==> src/ccd_startup_cfg.svh <==
/*
  Offsets, field positions, reset values and timing counts for the
  front-end start-up, standby and restart controller.
  Assumes it is included by its bare name wherever these are needed.
*/
`ifndef CCD_STARTUP_CFG_SVH
`define CCD_STARTUP_CFG_SVH

// ==========================================================
// Serial word layout
`define ADDR_BITS 12
`define DATA_BITS 28
`define ADDR_CNT_LAST 5'h0b
`define DATA_CNT_LAST 5'h1b

// ==========================================================
// Register offsets
`define REG_POWER 12'h000
`define REG_FORMAT 12'h001
`define REG_SOFT_RESET 12'h010
`define REG_OUT_ENABLE 12'h011
`define REG_CORE_RESTART 12'h014

// ==========================================================
// Field positions
`define STANDBY_LSB 0
`define STANDBY_MSB 1
`define REFBUF_BIT 2
`define GRAY_BIT 2
`define SRST_BIT 0
`define OE_BIT 0
`define RESTART_BIT 0

// ==========================================================
// Reset values
`define STANDBY_RST 2'h3
`define REFBUF_PD_RST 1'h1
`define GRAY_RST 1'h0
`define OE_RST 1'h0
`define RESTART_RST 1'h0

// ==========================================================
// Output levels and timing
`define DOUT_W 14
`define NUM_HCLK 6
`define HCLK_IDLE 6'h0a
`define HRST_DELAY 4'hc
`define HRST_LATE_EXTRA 4'h1

`endif

==> src/ccd_startup_ctrl_guard_unused.sv <==
/*
  Spare source slot of the start-up controller.
  Holds no logic: the controller module of the block lives in ccd_startup_ctrl.sv.
*/

==> src/ccd_startup_pkg.sv <==
/*
  Types for the front-end start-up, standby and restart controller.
  Assumes ccd_startup_cfg.svh is on the include path.
*/
`include "ccd_startup_cfg.svh"

package ccd_startup_pkg;

  // ==========================================================
  // Enumerations
  typedef enum logic {
    SER_ADDR,
    SER_DATA
  } ser_phase_e;

  typedef enum logic [1:0] {
    PM_NORMAL,
    PM_REF_STANDBY,
    PM_SHUTDOWN
  } power_mode_e;

  // ==========================================================
  // Clock driver group: level and enable per driver.
  typedef struct packed {
    logic [`NUM_HCLK-1:0] level;
    logic [`NUM_HCLK-1:0] oe;
  } drive_s;

  // ==========================================================
  // Whole state of the controller.
  typedef struct packed {
    logic sck_s1;
    logic sck_s2;
    logic sck_s3;
    logic sdi_s1;
    logic sdi_s2;
    logic sl_n_s1;
    logic sl_n_s2;
    logic vd_s1;
    logic vd_s2;
    logic vd_s3;
    logic hd_s1;
    logic hd_s2;
    logic hd_s3;
    ser_phase_e phase;
    logic [4:0] bitcnt;
    logic [`DATA_BITS-1:0] shreg;
    logic [`ADDR_BITS-1:0] addr;
    logic [1:0] standby;
    logic refbuf_pd;
    logic gray_pend;
    logic gray_act;
    logic oe_pend;
    logic oe_act;
    logic restart;
    logic srst_pend;
    logic [3:0] hdly;
    logic hdly_run;
    logic hrst;
    logic core_rst;
    logic core_on;
    logic afe_on;
    logic afe_ref_only;
    logic refbuf_on;
    logic phase_tgl;
    drive_s drv;
    logic [`DOUT_W-1:0] dout;
  } state_s;

endpackage : ccd_startup_pkg

==> src/ccd_startup_ctrl.sv <==
/*
  Start-up, standby and restart controller of a CCD front end.

  Holds: the three-wire serial register port with address
  auto-increment, the self-clearing soft reset, the standby field and
  reference buffer power-down, the timing-core restart pulse, output
  enable and gray coding that wait for the next sync falling edge, the
  drive levels of the horizontal and reset-gate clocks in every power
  mode, and the horizontal counter reset after a horizontal sync fall.

  Assumes of its surroundings:
  - sys_clk is the master clock; rst is asynchronous and active high.
  - serial_clock, serial_data, serial_load_n and both syncs are
    asynchronous to sys_clk and pass two flip-flops before use.
  - Each half period of serial_clock lasts at least three sys_clk
    cycles, or a bit is missed.
  - The serial clock stands still while serial_load_n is high.
  - adc_sample and data_sample_late come from logic on sys_clk.
  - The pads turn each level and drive enable pair into a three-state
    driver; a low enable leaves the pin high-impedance.
*/
// Notes on behaviour
// - Soft reset write restores defaults, self-clears.
// - Restart write resets and starts timing core.
// - Output enable applies at next sync fall.
// - Horizontal counter resets 12 cycles after fall.
// - Late sample position adds one cycle.
// - Standby field selects normal, reference, shutdown.
// - Shutdown beats enable; reference standby beats enable.
// - Bit 2 powers down reference buffer independently.
// - Shutdown: clocks high-impedance, data low, core off.
// - Shutdown default; enable low gives idle levels.
// - Reference standby: references on, idle levels.
// - Format bit 2 selects gray-coded data.
// - 12-bit address, 28-bit data, LSB first.
// - Deferred registers load at vertical or horizontal fall.
`timescale 1ns/1ps
`include "ccd_startup_cfg.svh"

module ccd_startup_ctrl #(
  parameter logic [3:0] HRST_DELAY = `HRST_DELAY
) (
  input wire logic sys_clk,
  input wire logic rst,
  input wire logic serial_clock,
  input wire logic serial_data,
  input wire logic serial_load_n,
  input wire logic vertical_sync,
  input wire logic horizontal_sync,
  input wire logic data_sample_late,
  input wire logic [`DOUT_W-1:0] adc_sample,
  output logic horizontal_ccd_clock_one,
  output logic horizontal_ccd_clock_one_oe,
  output logic horizontal_ccd_clock_two,
  output logic horizontal_ccd_clock_two_oe,
  output logic horizontal_ccd_clock_three,
  output logic horizontal_ccd_clock_three_oe,
  output logic horizontal_ccd_clock_four,
  output logic horizontal_ccd_clock_four_oe,
  output logic last_stage_horizontal_clock,
  output logic last_stage_horizontal_clock_oe,
  output logic reset_gate_clock,
  output logic reset_gate_clock_oe,
  output logic [`DOUT_W-1:0] pixel_data,
  output logic horizontal_counter_reset,
  output logic timing_core_reset,
  output logic timing_core_enable,
  output logic analog_front_end_power,
  output logic analog_front_end_ref_only,
  output logic reference_buffer_enable
);

  // ==========================================================
  // State
  // Every flop of the block sits in this one packed struct.
  ccd_startup_pkg::state_s q;
  ccd_startup_pkg::state_s d;

  logic sck_rise;
  logic vd_fall;
  logic hd_fall;
  logic word_done;
  logic [`DATA_BITS-1:0] word;
  ccd_startup_pkg::power_mode_e mode;

  // ==========================================================
  // Edge detect on the synchronised pins. The third flop of the clock and sync chains
  // only remembers the previous level; only the second flop reads the first.
  assign sck_rise = q.sck_s2 & ~q.sck_s3;
  assign vd_fall = ~q.vd_s2 & q.vd_s3;
  assign hd_fall = ~q.hd_s2 & q.hd_s3;
  assign word = {q.sdi_s2, q.shreg[`DATA_BITS-1:1]};
  assign word_done = sck_rise & ~q.sl_n_s2 & (q.phase == ccd_startup_pkg::SER_DATA) &
                     (q.bitcnt == `DATA_CNT_LAST);

  // ==========================================================
  // Power mode decode
  always_comb begin
    // Both codes with the top bit set shut the device down.
    case (q.standby)
      2'h0: mode = ccd_startup_pkg::PM_NORMAL;
      2'h1: mode = ccd_startup_pkg::PM_REF_STANDBY;
      default: mode = ccd_startup_pkg::PM_SHUTDOWN;
    endcase
  end

  // ==========================================================
  // Next state
  always_comb begin
    d = q;
    // Two flops guard against metastability; a third serves the edge detect.
    d.sck_s1 = serial_clock;
    d.sck_s2 = q.sck_s1;
    d.sck_s3 = q.sck_s2;
    d.sdi_s1 = serial_data;
    d.sdi_s2 = q.sdi_s1;
    d.sl_n_s1 = serial_load_n;
    d.sl_n_s2 = q.sl_n_s1;
    d.vd_s1 = vertical_sync;
    d.vd_s2 = q.vd_s1;
    d.vd_s3 = q.vd_s2;
    d.hd_s1 = horizontal_sync;
    d.hd_s2 = q.hd_s1;
    d.hd_s3 = q.hd_s2;
    d.core_rst = 1'b0;
    d.hrst = 1'b0;

    // Serial shifter. Raising the load line abandons a partial word,
    // so a short word never reaches a register.
    // Bits enter at the top, so the first bit sent ends up at bit 0.
    if (q.sl_n_s2) begin
      d.phase = ccd_startup_pkg::SER_ADDR;
      d.bitcnt = 5'h00;
    end else if (sck_rise) begin
      d.shreg = word;
      d.bitcnt = q.bitcnt + 5'h01;
      case (q.phase)
        ccd_startup_pkg::SER_ADDR: begin
          // The twelfth bit completes the address; data words follow.
          if (q.bitcnt == `ADDR_CNT_LAST) begin
            d.addr = word[`DATA_BITS-1 -: `ADDR_BITS];
            d.phase = ccd_startup_pkg::SER_DATA;
            d.bitcnt = 5'h00;
          end
        end
        ccd_startup_pkg::SER_DATA: begin
          if (q.bitcnt == `DATA_CNT_LAST) begin
            d.addr = q.addr + 12'h001;
            d.bitcnt = 5'h00;
          end
        end
        default: begin
          d.phase = ccd_startup_pkg::SER_ADDR;
        end
      endcase
    end

    // Register writes take effect on the last data bit; output enable and
    // format wait in a pending copy.
    if (word_done) begin
      case (q.addr)
        `REG_POWER: begin
          d.standby = word[`STANDBY_MSB:`STANDBY_LSB];
          d.refbuf_pd = word[`REFBUF_BIT];
        end
        `REG_FORMAT: d.gray_pend = word[`GRAY_BIT];
        `REG_SOFT_RESET: d.srst_pend = word[`SRST_BIT];
        `REG_OUT_ENABLE: d.oe_pend = word[`OE_BIT];
        `REG_CORE_RESTART: begin
          d.restart = word[`RESTART_BIT];
          d.core_rst = word[`RESTART_BIT];
        end
        default: begin
          // Unmapped addresses leave every register as it was.
        end
      endcase
    end

    // Deferred registers load at the next sync falling edge.
    // A write that lands after a fall waits for the following one.
    if (vd_fall | hd_fall) begin
      d.oe_act = q.oe_pend;
      d.gray_act = q.gray_pend;
    end

    // The soft reset acts the cycle after its write and clears itself,
    // long before the next 28-bit word can complete.
    // Serial position and address are kept, so the next word of the same
    // frame still lands at the following address.
    if (q.srst_pend) begin
      d.srst_pend = 1'b0;
      d.standby = `STANDBY_RST;
      d.refbuf_pd = `REFBUF_PD_RST;
      d.gray_pend = `GRAY_RST;
      d.gray_act = `GRAY_RST;
      d.oe_pend = `OE_RST;
      d.oe_act = `OE_RST;
      d.restart = `RESTART_RST;
    end

    // Horizontal counter reset. A later sample position costs one more
    // cycle of pipeline.
    // The count starts at the detected fall, so the synchroniser cycles
    // come on top of it; a new fall restarts the count.
    if (hd_fall) begin
      d.hdly = HRST_DELAY - 4'h1 + (data_sample_late ? `HRST_LATE_EXTRA : 4'h0);
      d.hdly_run = 1'b1;
    end else if (q.hdly_run) begin
      d.hdly = q.hdly - 4'h1;
      if (q.hdly == 4'h1) begin
        d.hrst = 1'b1;
        d.hdly_run = 1'b0;
      end
    end

    // Timing core runs once restarted and not shut down.
    // The toggle only runs with the core, so otherwise the drivers rest at idle.
    d.core_on = q.restart & (mode != ccd_startup_pkg::PM_SHUTDOWN);
    d.phase_tgl = d.core_on & ~q.phase_tgl;
    d.afe_on = (mode == ccd_startup_pkg::PM_NORMAL);
    d.afe_ref_only = (mode == ccd_startup_pkg::PM_REF_STANDBY);
    d.refbuf_on = ~q.refbuf_pd & (mode != ccd_startup_pkg::PM_SHUTDOWN);

    // Output states: shutdown first, then low enable or reference standby alike, then toggling.
    // A low enable in shutdown leaves the pins to the high-impedance pads.
    if (mode == ccd_startup_pkg::PM_SHUTDOWN) begin
      d.drv.level = `HCLK_IDLE;
      d.drv.oe = '0;
      d.dout = '0;
    end else if (!q.oe_act || mode == ccd_startup_pkg::PM_REF_STANDBY) begin
      d.drv.level = `HCLK_IDLE;
      d.drv.oe = '1;
      d.dout = '0;
    end else begin
      d.drv.level = `HCLK_IDLE ^ {`NUM_HCLK{q.phase_tgl & q.core_on}};
      d.drv.oe = '1;
      // Gray code flips one bit between neighbouring codes, which keeps
      // switching noise on the data pins down.
      if (q.gray_act) begin
        d.dout = adc_sample ^ (adc_sample >> 1);
      end else begin
        d.dout = adc_sample;
      end
    end
  end

  // ==========================================================
  // Registers
  // Reset puts every synchroniser at the idle level of its pin, so no
  // false edge follows the release of reset.
  always_ff @(posedge sys_clk or posedge rst) begin
    if (rst) begin
      q <= '0;
      q.sck_s1 <= 1'b0;
      q.sl_n_s1 <= 1'b1;
      q.sl_n_s2 <= 1'b1;
      q.vd_s1 <= 1'b1;
      q.vd_s2 <= 1'b1;
      q.vd_s3 <= 1'b1;
      q.hd_s1 <= 1'b1;
      q.hd_s2 <= 1'b1;
      q.hd_s3 <= 1'b1;
      q.phase <= ccd_startup_pkg::SER_ADDR;
      q.standby <= `STANDBY_RST;
      q.refbuf_pd <= `REFBUF_PD_RST;
      q.drv.level <= `HCLK_IDLE;
    end else begin
      q <= d;
    end
  end

  // ==========================================================
  // Outputs, straight from the state flops
  assign horizontal_ccd_clock_one = q.drv.level[0];
  assign horizontal_ccd_clock_one_oe = q.drv.oe[0];
  assign horizontal_ccd_clock_two = q.drv.level[1];
  assign horizontal_ccd_clock_two_oe = q.drv.oe[1];
  assign horizontal_ccd_clock_three = q.drv.level[2];
  assign horizontal_ccd_clock_three_oe = q.drv.oe[2];
  assign horizontal_ccd_clock_four = q.drv.level[3];
  assign horizontal_ccd_clock_four_oe = q.drv.oe[3];
  assign last_stage_horizontal_clock = q.drv.level[4];
  assign last_stage_horizontal_clock_oe = q.drv.oe[4];
  assign reset_gate_clock = q.drv.level[5];
  assign reset_gate_clock_oe = q.drv.oe[5];
  assign pixel_data = q.dout;
  assign horizontal_counter_reset = q.hrst;
  assign timing_core_reset = q.core_rst;
  assign timing_core_enable = q.core_on;
  assign analog_front_end_power = q.afe_on;
  assign analog_front_end_ref_only = q.afe_ref_only;
  assign reference_buffer_enable = q.refbuf_on;

endmodule : ccd_startup_ctrl

==> config.mk <==
export PLATFORM = sky130hd
export DESIGN_NAME = ccd_startup_ctrl
export DESIGN_NICKNAME = d
export VERILOG_FILES = /design/src/ccd_startup_ctrl_guard_unused.sv /design/src/ccd_startup_pkg.sv /design/src/ccd_startup_ctrl.sv
export VERILOG_INCLUDE_DIRS = /design/src
export SDC_FILE = /design/constraint.sdc
export NUM_CORES = 1
export LEC_CHECK = 0
export ABC_AREA = 1
export BUFFER_PORTS_ARGS = -buffer_cell sky130_fd_sc_hd__buf_2
export CORE_MARGIN = 2
export CORE_UTILIZATION = 58
export CTS_CLUSTER_SIZE = 20
export DETAILED_ROUTE_END_ITERATION = 10
export PLACE_DENSITY = 0.91
export SYNTH_ARGS = -nofsm -noshare
export SYNTH_HDL_FRONTEND = slang
export SYNTH_SLANG_ARGS = --single-unit
export TNS_END_PERCENT = 50
==> constraint.sdc <==
create_clock -name sys_clk -period 4.55 [get_ports sys_clk]
set_clock_uncertainty 0.2 [all_clocks]
set_input_delay 0.91 -clock sys_clk [delete_from_list [all_inputs] [get_ports sys_clk]]
set_output_delay 0.91 -clock sys_clk [all_outputs]
set_load 0.02 [all_outputs]
==> flow_metrics.tcl, run 1 <==
set metrics [dict create \
    p_comb_frac 0.099 \
    nNetsFinal 579 \
    grt_pass1_wl_um 14450 \
    grt_busiest_layer "met2" \
    tritoncts "built" \
    synthArstFlopShare 1.000 \
    max_freq_ghz 0.4533 \
    final_antenna_net_count 0 \
    cpMaxStageDelayCell "dfstp_2" \
    start_kind "register" \
    wl_per_cell_um 12.43 \
    crit_path_end_kind "register" \
    synthesis.area_sq_um 4472 \
    die_w_um 91.81 \
    placed_cell_area_sq_um 4629 \
    power.internal_uw 1273 \
    use_met2 0.3585 \
    dr.pass1.iters 4 \
    grt_start_max_net_pins 60 \
    switching_share 0.2477 \
    root_buffer "clkbuf_8" \
    area_growth_pct 8.142 \
    grt_pass1_vias 3297 \
    grt-ovfl-total 0 \
    cts-htree-levels 3 \
    place_hpwl_um 5785 \
    crit_chain "inv_1 -> nand2_2 -> inv_2 -> nand2_4 -> inv_4 -> nand2_1 -> o21ai_1" \
    synthesis.nets 550 \
    worstMarginPinSlew_ns 0.9519 \
    grt_antenna_before_repair 0 \
    cts.sinks 96 \
    crit_buf_inv 3 \
    drtIter0Drc 182 \
    tns_ns 0 \
    postCtsSetupBuffers 0 \
    synth_top_area_cell "dfrtp_1" \
    ys_top_cells_by_count "nand2_1, dfrtp_1, inv_1" \
    rsz0062_at_grt "false" \
    stdcell_area_sq_um 4836 \
    peakVddDrop_mv 0.1897 \
    hp-class "register to register" \
    maxSlewHeadroom 0.3646 \
    cts.clk_slew.worst_paths_ns 0.09 \
    layout-drive-gt1-share 0.1871 \
    ios 54 \
    drc_errors 0 \
    synth_top_area_frac 0.4701 \
    gr-usage-met1 0.2679 \
    crit_family "simple AND/OR/NAND/NOR gates" \
    gr-usage-all-layers 0.2117 \
    critPathRequiredTime_ns 4.59 \
    critPathArrivalTime_ns 2.25 \
    cts_buffers 9 \
    die_y_um 91.81 \
    insertedDiodeCount 0 \
    dieArea_sq_um 8428 \
    setup_viol 0 \
    avgSynthCellArea_sq_um 8.567 \
    synth_ff_type "dfrtp_1" \
    max-clock-path-buffers 2 \
    status "completed" \
    p_sw_uw 419.1 \
    coreArea_sq_um 7607 \
    clock_latency_ns 0.36 \
    synth_edf_count 0 \
    ys_types 34 \
    min_period_over_period 0.4848 \
    postCtsHoldBufs 0 \
    finalCriticalPeriod_ns 2.206 \
    worstPathMaxFanout 36 \
    leakage_uw 0.002540 \
    gp_congestion 0.8595 \
    num_rows 32 \
    synth-seq-cells 96 \
    slew_violations 0 \
    hold_viol 0 \
    synth_most_common_cell "nand2_1" \
    wl_um 8177 \
    power_frac_seq 0.556 \
    synth-seq-area-share 0.5406 \
    crit_type "register to register" \
    drv_cap 0 \
    synthTopCellsByArea "dfrtp_1, nand2_1, dfstp_2" \
    avgViaCountPerCell 5.135 \
    io_buffer_count 53 \
    slowest_delay_ns 0.52 \
    ys.warnings.count 0 \
    grt_util_met3 0.03615 \
    pwr-share-clk 0.346 \
    cts-resized-gates 0 \
    synthCells 522 \
    via_count 3379 \
    p_per_area_nw_per_um2 349.9 \
    start_util 0.5878 \
]
-- layer usage --
metal / wire length (um) / part of all wire
met2: 4035 / 0.49
met4: 165 / 0.020
met1: 3517 / 0.43
met5: 0 / 0
met3: 459 / 0.056
-- flip-flops by register name (all words and copies together), names as in the netlist --
| signal | count |
|---|---|
| d | 8 |
| horizontal_counter_reset | 1 |
| timing_core_reset | 1 |
| analog_front_end_ref_only | 1 |
| pixel_data | 14 |
| horizontal_ccd_clock_four | 1 |
| last_stage_horizontal_clock | 1 |
| last_stage_horizontal_clock_oe | 1 |
| q | 65 |
| analog_front_end_power | 1 |
| timing_core_enable | 1 |
| reference_buffer_enable | 1 |
-- stage by stage --
stage          hold WS [ns]  total power, uW    util  instances  setup WS (ns)
6_report             0.1528             1692  0.6357        658          2.344
3_5_place_dp         0.1455             1123  0.6086        642          2.333
3_3_place_gp         0.1344             1109  0.6086        642          2.348
4_1_cts              0.1636             1701  0.6357        658          2.349
2_1_floorplan        0.1312             1069       -        522         0.9545
5_1_grt              0.1686             1776  0.6357        658          2.063
-- logic make-up after synthesis --
kind of cell,synth area share
xor gates and xnor gates,0.005877
and+or+nand+nor,0.2465
DFF,0.5406
buffers and inverters,0.1046
adders and majority gates,0.01679
AOI/OAI and AO/OA,0.08562
-- worst paths after layout --
path                            start                        end  slack (ns)  cells past startpoint
worst max-delay path            q[99]                      q[48]        2.34                      7
worst min-delay path            d[94]                      d[93]        0.15                      0
worst max register to register  q[99]                      q[48]        2.34                      7
worst min register to register  d[94]                      d[93]        0.15                      0
max in group asynchronous         rst  horizontal_ccd_clock_four        2.77                      3
min in group asynchronous         rst                      q[51]        0.52                      2
-- cell usage in the layout, fill, tap and decap left out --
master | synthesis | routed
a211oi_1 | 6 | 6
a21oi_1 | 19 | 19
a22o_1 | 1 | 1
a31oi_1 | 1 | 1
and2_1 | 1 | 1
buf_2 | 6 | 53
buf_4 | 24 | 2
bufinv_16 | 0 | 2
clkbuf_1 | 5 | 4
clkbuf_8 | 0 | 9
clkinv_2 | 0 | 1
clkinvlp_4 | 0 | 1
dfrtp_1 | 84 | 84
dfstp_2 | 12 | 12
ha_1 | 6 | 6
inv_1 | 53 | 52
inv_2 | 3 | 3
inv_4 | 1 | 1
nand2_1 | 166 | 166
nand2_2 | 3 | 3
nand2_4 | 2 | 2
nand3_1 | 32 | 32
nand3_2 | 3 | 3
nand4_1 | 6 | 6
nor2_1 | 29 | 29
nor2_2 | 7 | 7
nor2_4 | 1 | 1
nor3_1 | 4 | 4
nor3b_1 | 1 | 1
o211ai_1 | 1 | 1
o21a_1 | 6 | 6
o21ai_0 | 24 | 24
o21ai_1 | 6 | 6
o21ai_2 | 1 | 1
o21ai_4 | 1 | 1
or2_2 | 2 | 2
xor2_1 | 3 | 3
-- layout make-up --
class                   count  area (sq um)
fillers                   593          2771
flip-flops and latches     96          2417
multi-input cells         332          1587
repair buffers             55         280.3
inverters                  57         217.7
clock buffers              13         138.9
well taps                 102         127.6
clock inverters             3         67.56
-- power groups by stage --
stage          clock network [uW]  registers [uW]  logic, uW
5_1_grt                       632             946        197
4_1_cts                       593             940        169
3_5_place_dp                    0             955        168
6_report                      585             940        167
3_3_place_gp                    0             952        157
2_1_floorplan                   0             946        123
(Power assumes the default switching activity.)
==> run 2, diff against run 1 <==
==> constraint.sdc (replaced) <==
create_clock -name sys_clk -period 2.3 [get_ports sys_clk]
set_clock_uncertainty 0.2 [all_clocks]
set_input_delay 0.46 -clock sys_clk [delete_from_list [all_inputs] [get_ports sys_clk]]
set_output_delay 0.46 -clock sys_clk [all_outputs]
set_load 0.02 [all_outputs]
==> run 2 against run 1 <==
Sequential share of layout area is 0.83 points lower. Register-to-register slack lost 1.8 ns. Largest power group unchanged. Clock power is 68% higher.
==> flow_metrics.tcl, run 2 (synthesis gave the netlist of run 1 again) <==
set metrics [dict create \
    drc_errors 0 \
    cts_buffers 9 \
    die_y_um 91.81 \
    rsz0062_at_grt "false" \
    dr.pass1.iters 4 \
    worstMarginPinSlew_ns 0.6150 \
    drv_cap 0 \
    die_w_um 91.81 \
    peakVddDrop_mv 0.4014 \
    cts-htree-levels 3 \
    start_kind "register" \
    layout_setup_ws_ns 0.5532 \
    gr-usage-all-layers 0.2078 \
    critPathArrivalTime_ns 1.83 \
    cts.sinks 96 \
    max-clock-path-buffers 2 \
    via_count 3432 \
    largest_reg_flops 65 \
    grt_pass1_vias 3378 \
    rr_startpoint "q[87]" \
    worstPathMaxFanout 14 \
    cts.clk_slew.worst_paths_ns 0.09 \
    grt-ovfl-total 0 \
    wl_um 8010 \
    insertedDiodeCount 0 \
    placed_cell_area_sq_um 4687 \
    place_hpwl_um 5785 \
    finalCriticalPeriod_ns 1.747 \
    ios 54 \
    fill_cells 641 \
    coreArea_sq_um 7607 \
    crit_start "q[87]" \
    nNetsFinal 589 \
    hp-start "adc_sample[10]" \
    final_cell_mix "nand2_1, dfrtp_1, buf_2" \
    tritoncts "built" \
    p_per_area_nw_per_um2 646.8 \
    status "completed" \
    stdcell_area_sq_um 4917 \
    slew_violations 0 \
    post-place-ws_ns 0.5753 \
    grt_pass1_wl_um 14300 \
    hp-class "input port to register" \
    io_buffer_count 53 \
    num_rows 32 \
    gp_congestion 0.9130 \
    max_freq_ghz 0.5725 \
    hold_viol 0 \
    root_buffer "clkbuf_8" \
    wl_per_cell_um 11.99 \
    grt_antenna_before_repair 0 \
    maxSlewHeadroom 0.5891 \
    grt_start_max_net_pins 33 \
    clock_latency_ns 0.36 \
    crit_type "register to register" \
    area_growth_pct 9.961 \
    avgViaCountPerCell 5.138 \
    start_util 0.5878 \
    tns_ns 0 \
    leakage_uw 0.002577 \
    dieArea_sq_um 8428 \
    cts-resized-gates 0 \
    crit_path_end_kind "register" \
    layout_commonest_cell "nand2_1" \
    critPathRequiredTime_ns 2.39 \
    final_antenna_net_count 0 \
    largest-register "q" \
    drtIter0Drc 245 \
    setup_viol 0 \
    layout-drive-gt1-share 0.1943 \
    min_period_over_period 0.7595 \
]
-- run 2: final timing paths --
check                                      to  slack, ns  cells past startpoint
worst max-delay path                    q[48]       0.55                      9
worst min-delay path            pixel_data[9]       0.12                      2
worst max register to register          q[48]       0.55                      9
worst min register to register         d[103]       0.15                      0
max in group asynchronous               q[99]       0.77                      4
min in group asynchronous               q[35]       0.52                      3
-- run 2: power breakdown --
part / internal, uW / switching, uW
clock network: 402 / 578
registers: 1790 / 70.4
logic: 131 / 213
total: 2320 / 861
-- run 2: final cells by class --
type / instances / area, sq um / area share
multi-input combinational: 332 / 1587 / 0.3226
tap: 102 / 127.6 / 0.02595
inverter: 57 / 220.2 / 0.04478
sequential: 96 / 2417 / 0.4916
timing repair buffer: 65 / 395.4 / 0.08041
clock buffer: 11 / 131.4 / 0.02672
clock inverter: 5 / 38.79 / 0.007888
-- run 2: repair_timing --
item | CTS | global route
hold buffers | 6 | 0
setup buffers | 0 | 0
hold endpoints to repair | 20 | 0
-- run 2: per-stage QoR --
stage	util	total power (uW)	hold WS [ns]	std cells
2_1_floorplan	-	2115	0.1312	522
3_3_place_gp	0.6161	2195	0.1332	646
3_5_place_dp	0.6161	2227	0.1364	646
4_1_cts	0.6464	3213	0.1022	668
5_1_grt	0.6464	3352	0.1103	668
6_report	0.6464	3181	0.1202	668
-- run 2: metal layers --
| layer | vias to the layer above | track usage | wire length (um) |
|---|---|---|---|
| met1 | 1632 | 0.2464 | 3550 |
| met5 | - | 0 | 0 |
| li1 | 1699 | - | - |
| met4 | 0 | 0.08582 | 108 |
| met3 | 10 | 0.03287 | 369 |
| met2 | 91 | 0.3756 | 3982 |
-- run 2: critical path, cell delays in order, from the launching register on --
cell and delay (ns):
dfrtp_1 0.39, ha_1 0.22, nand2_2 0.08, nor2_4 0.15, nand3_2 0.11, nand2_2 0.09, nand2_4 0.11, inv_4 0.17
nand2_1 0.08, o21ai_1 0.07
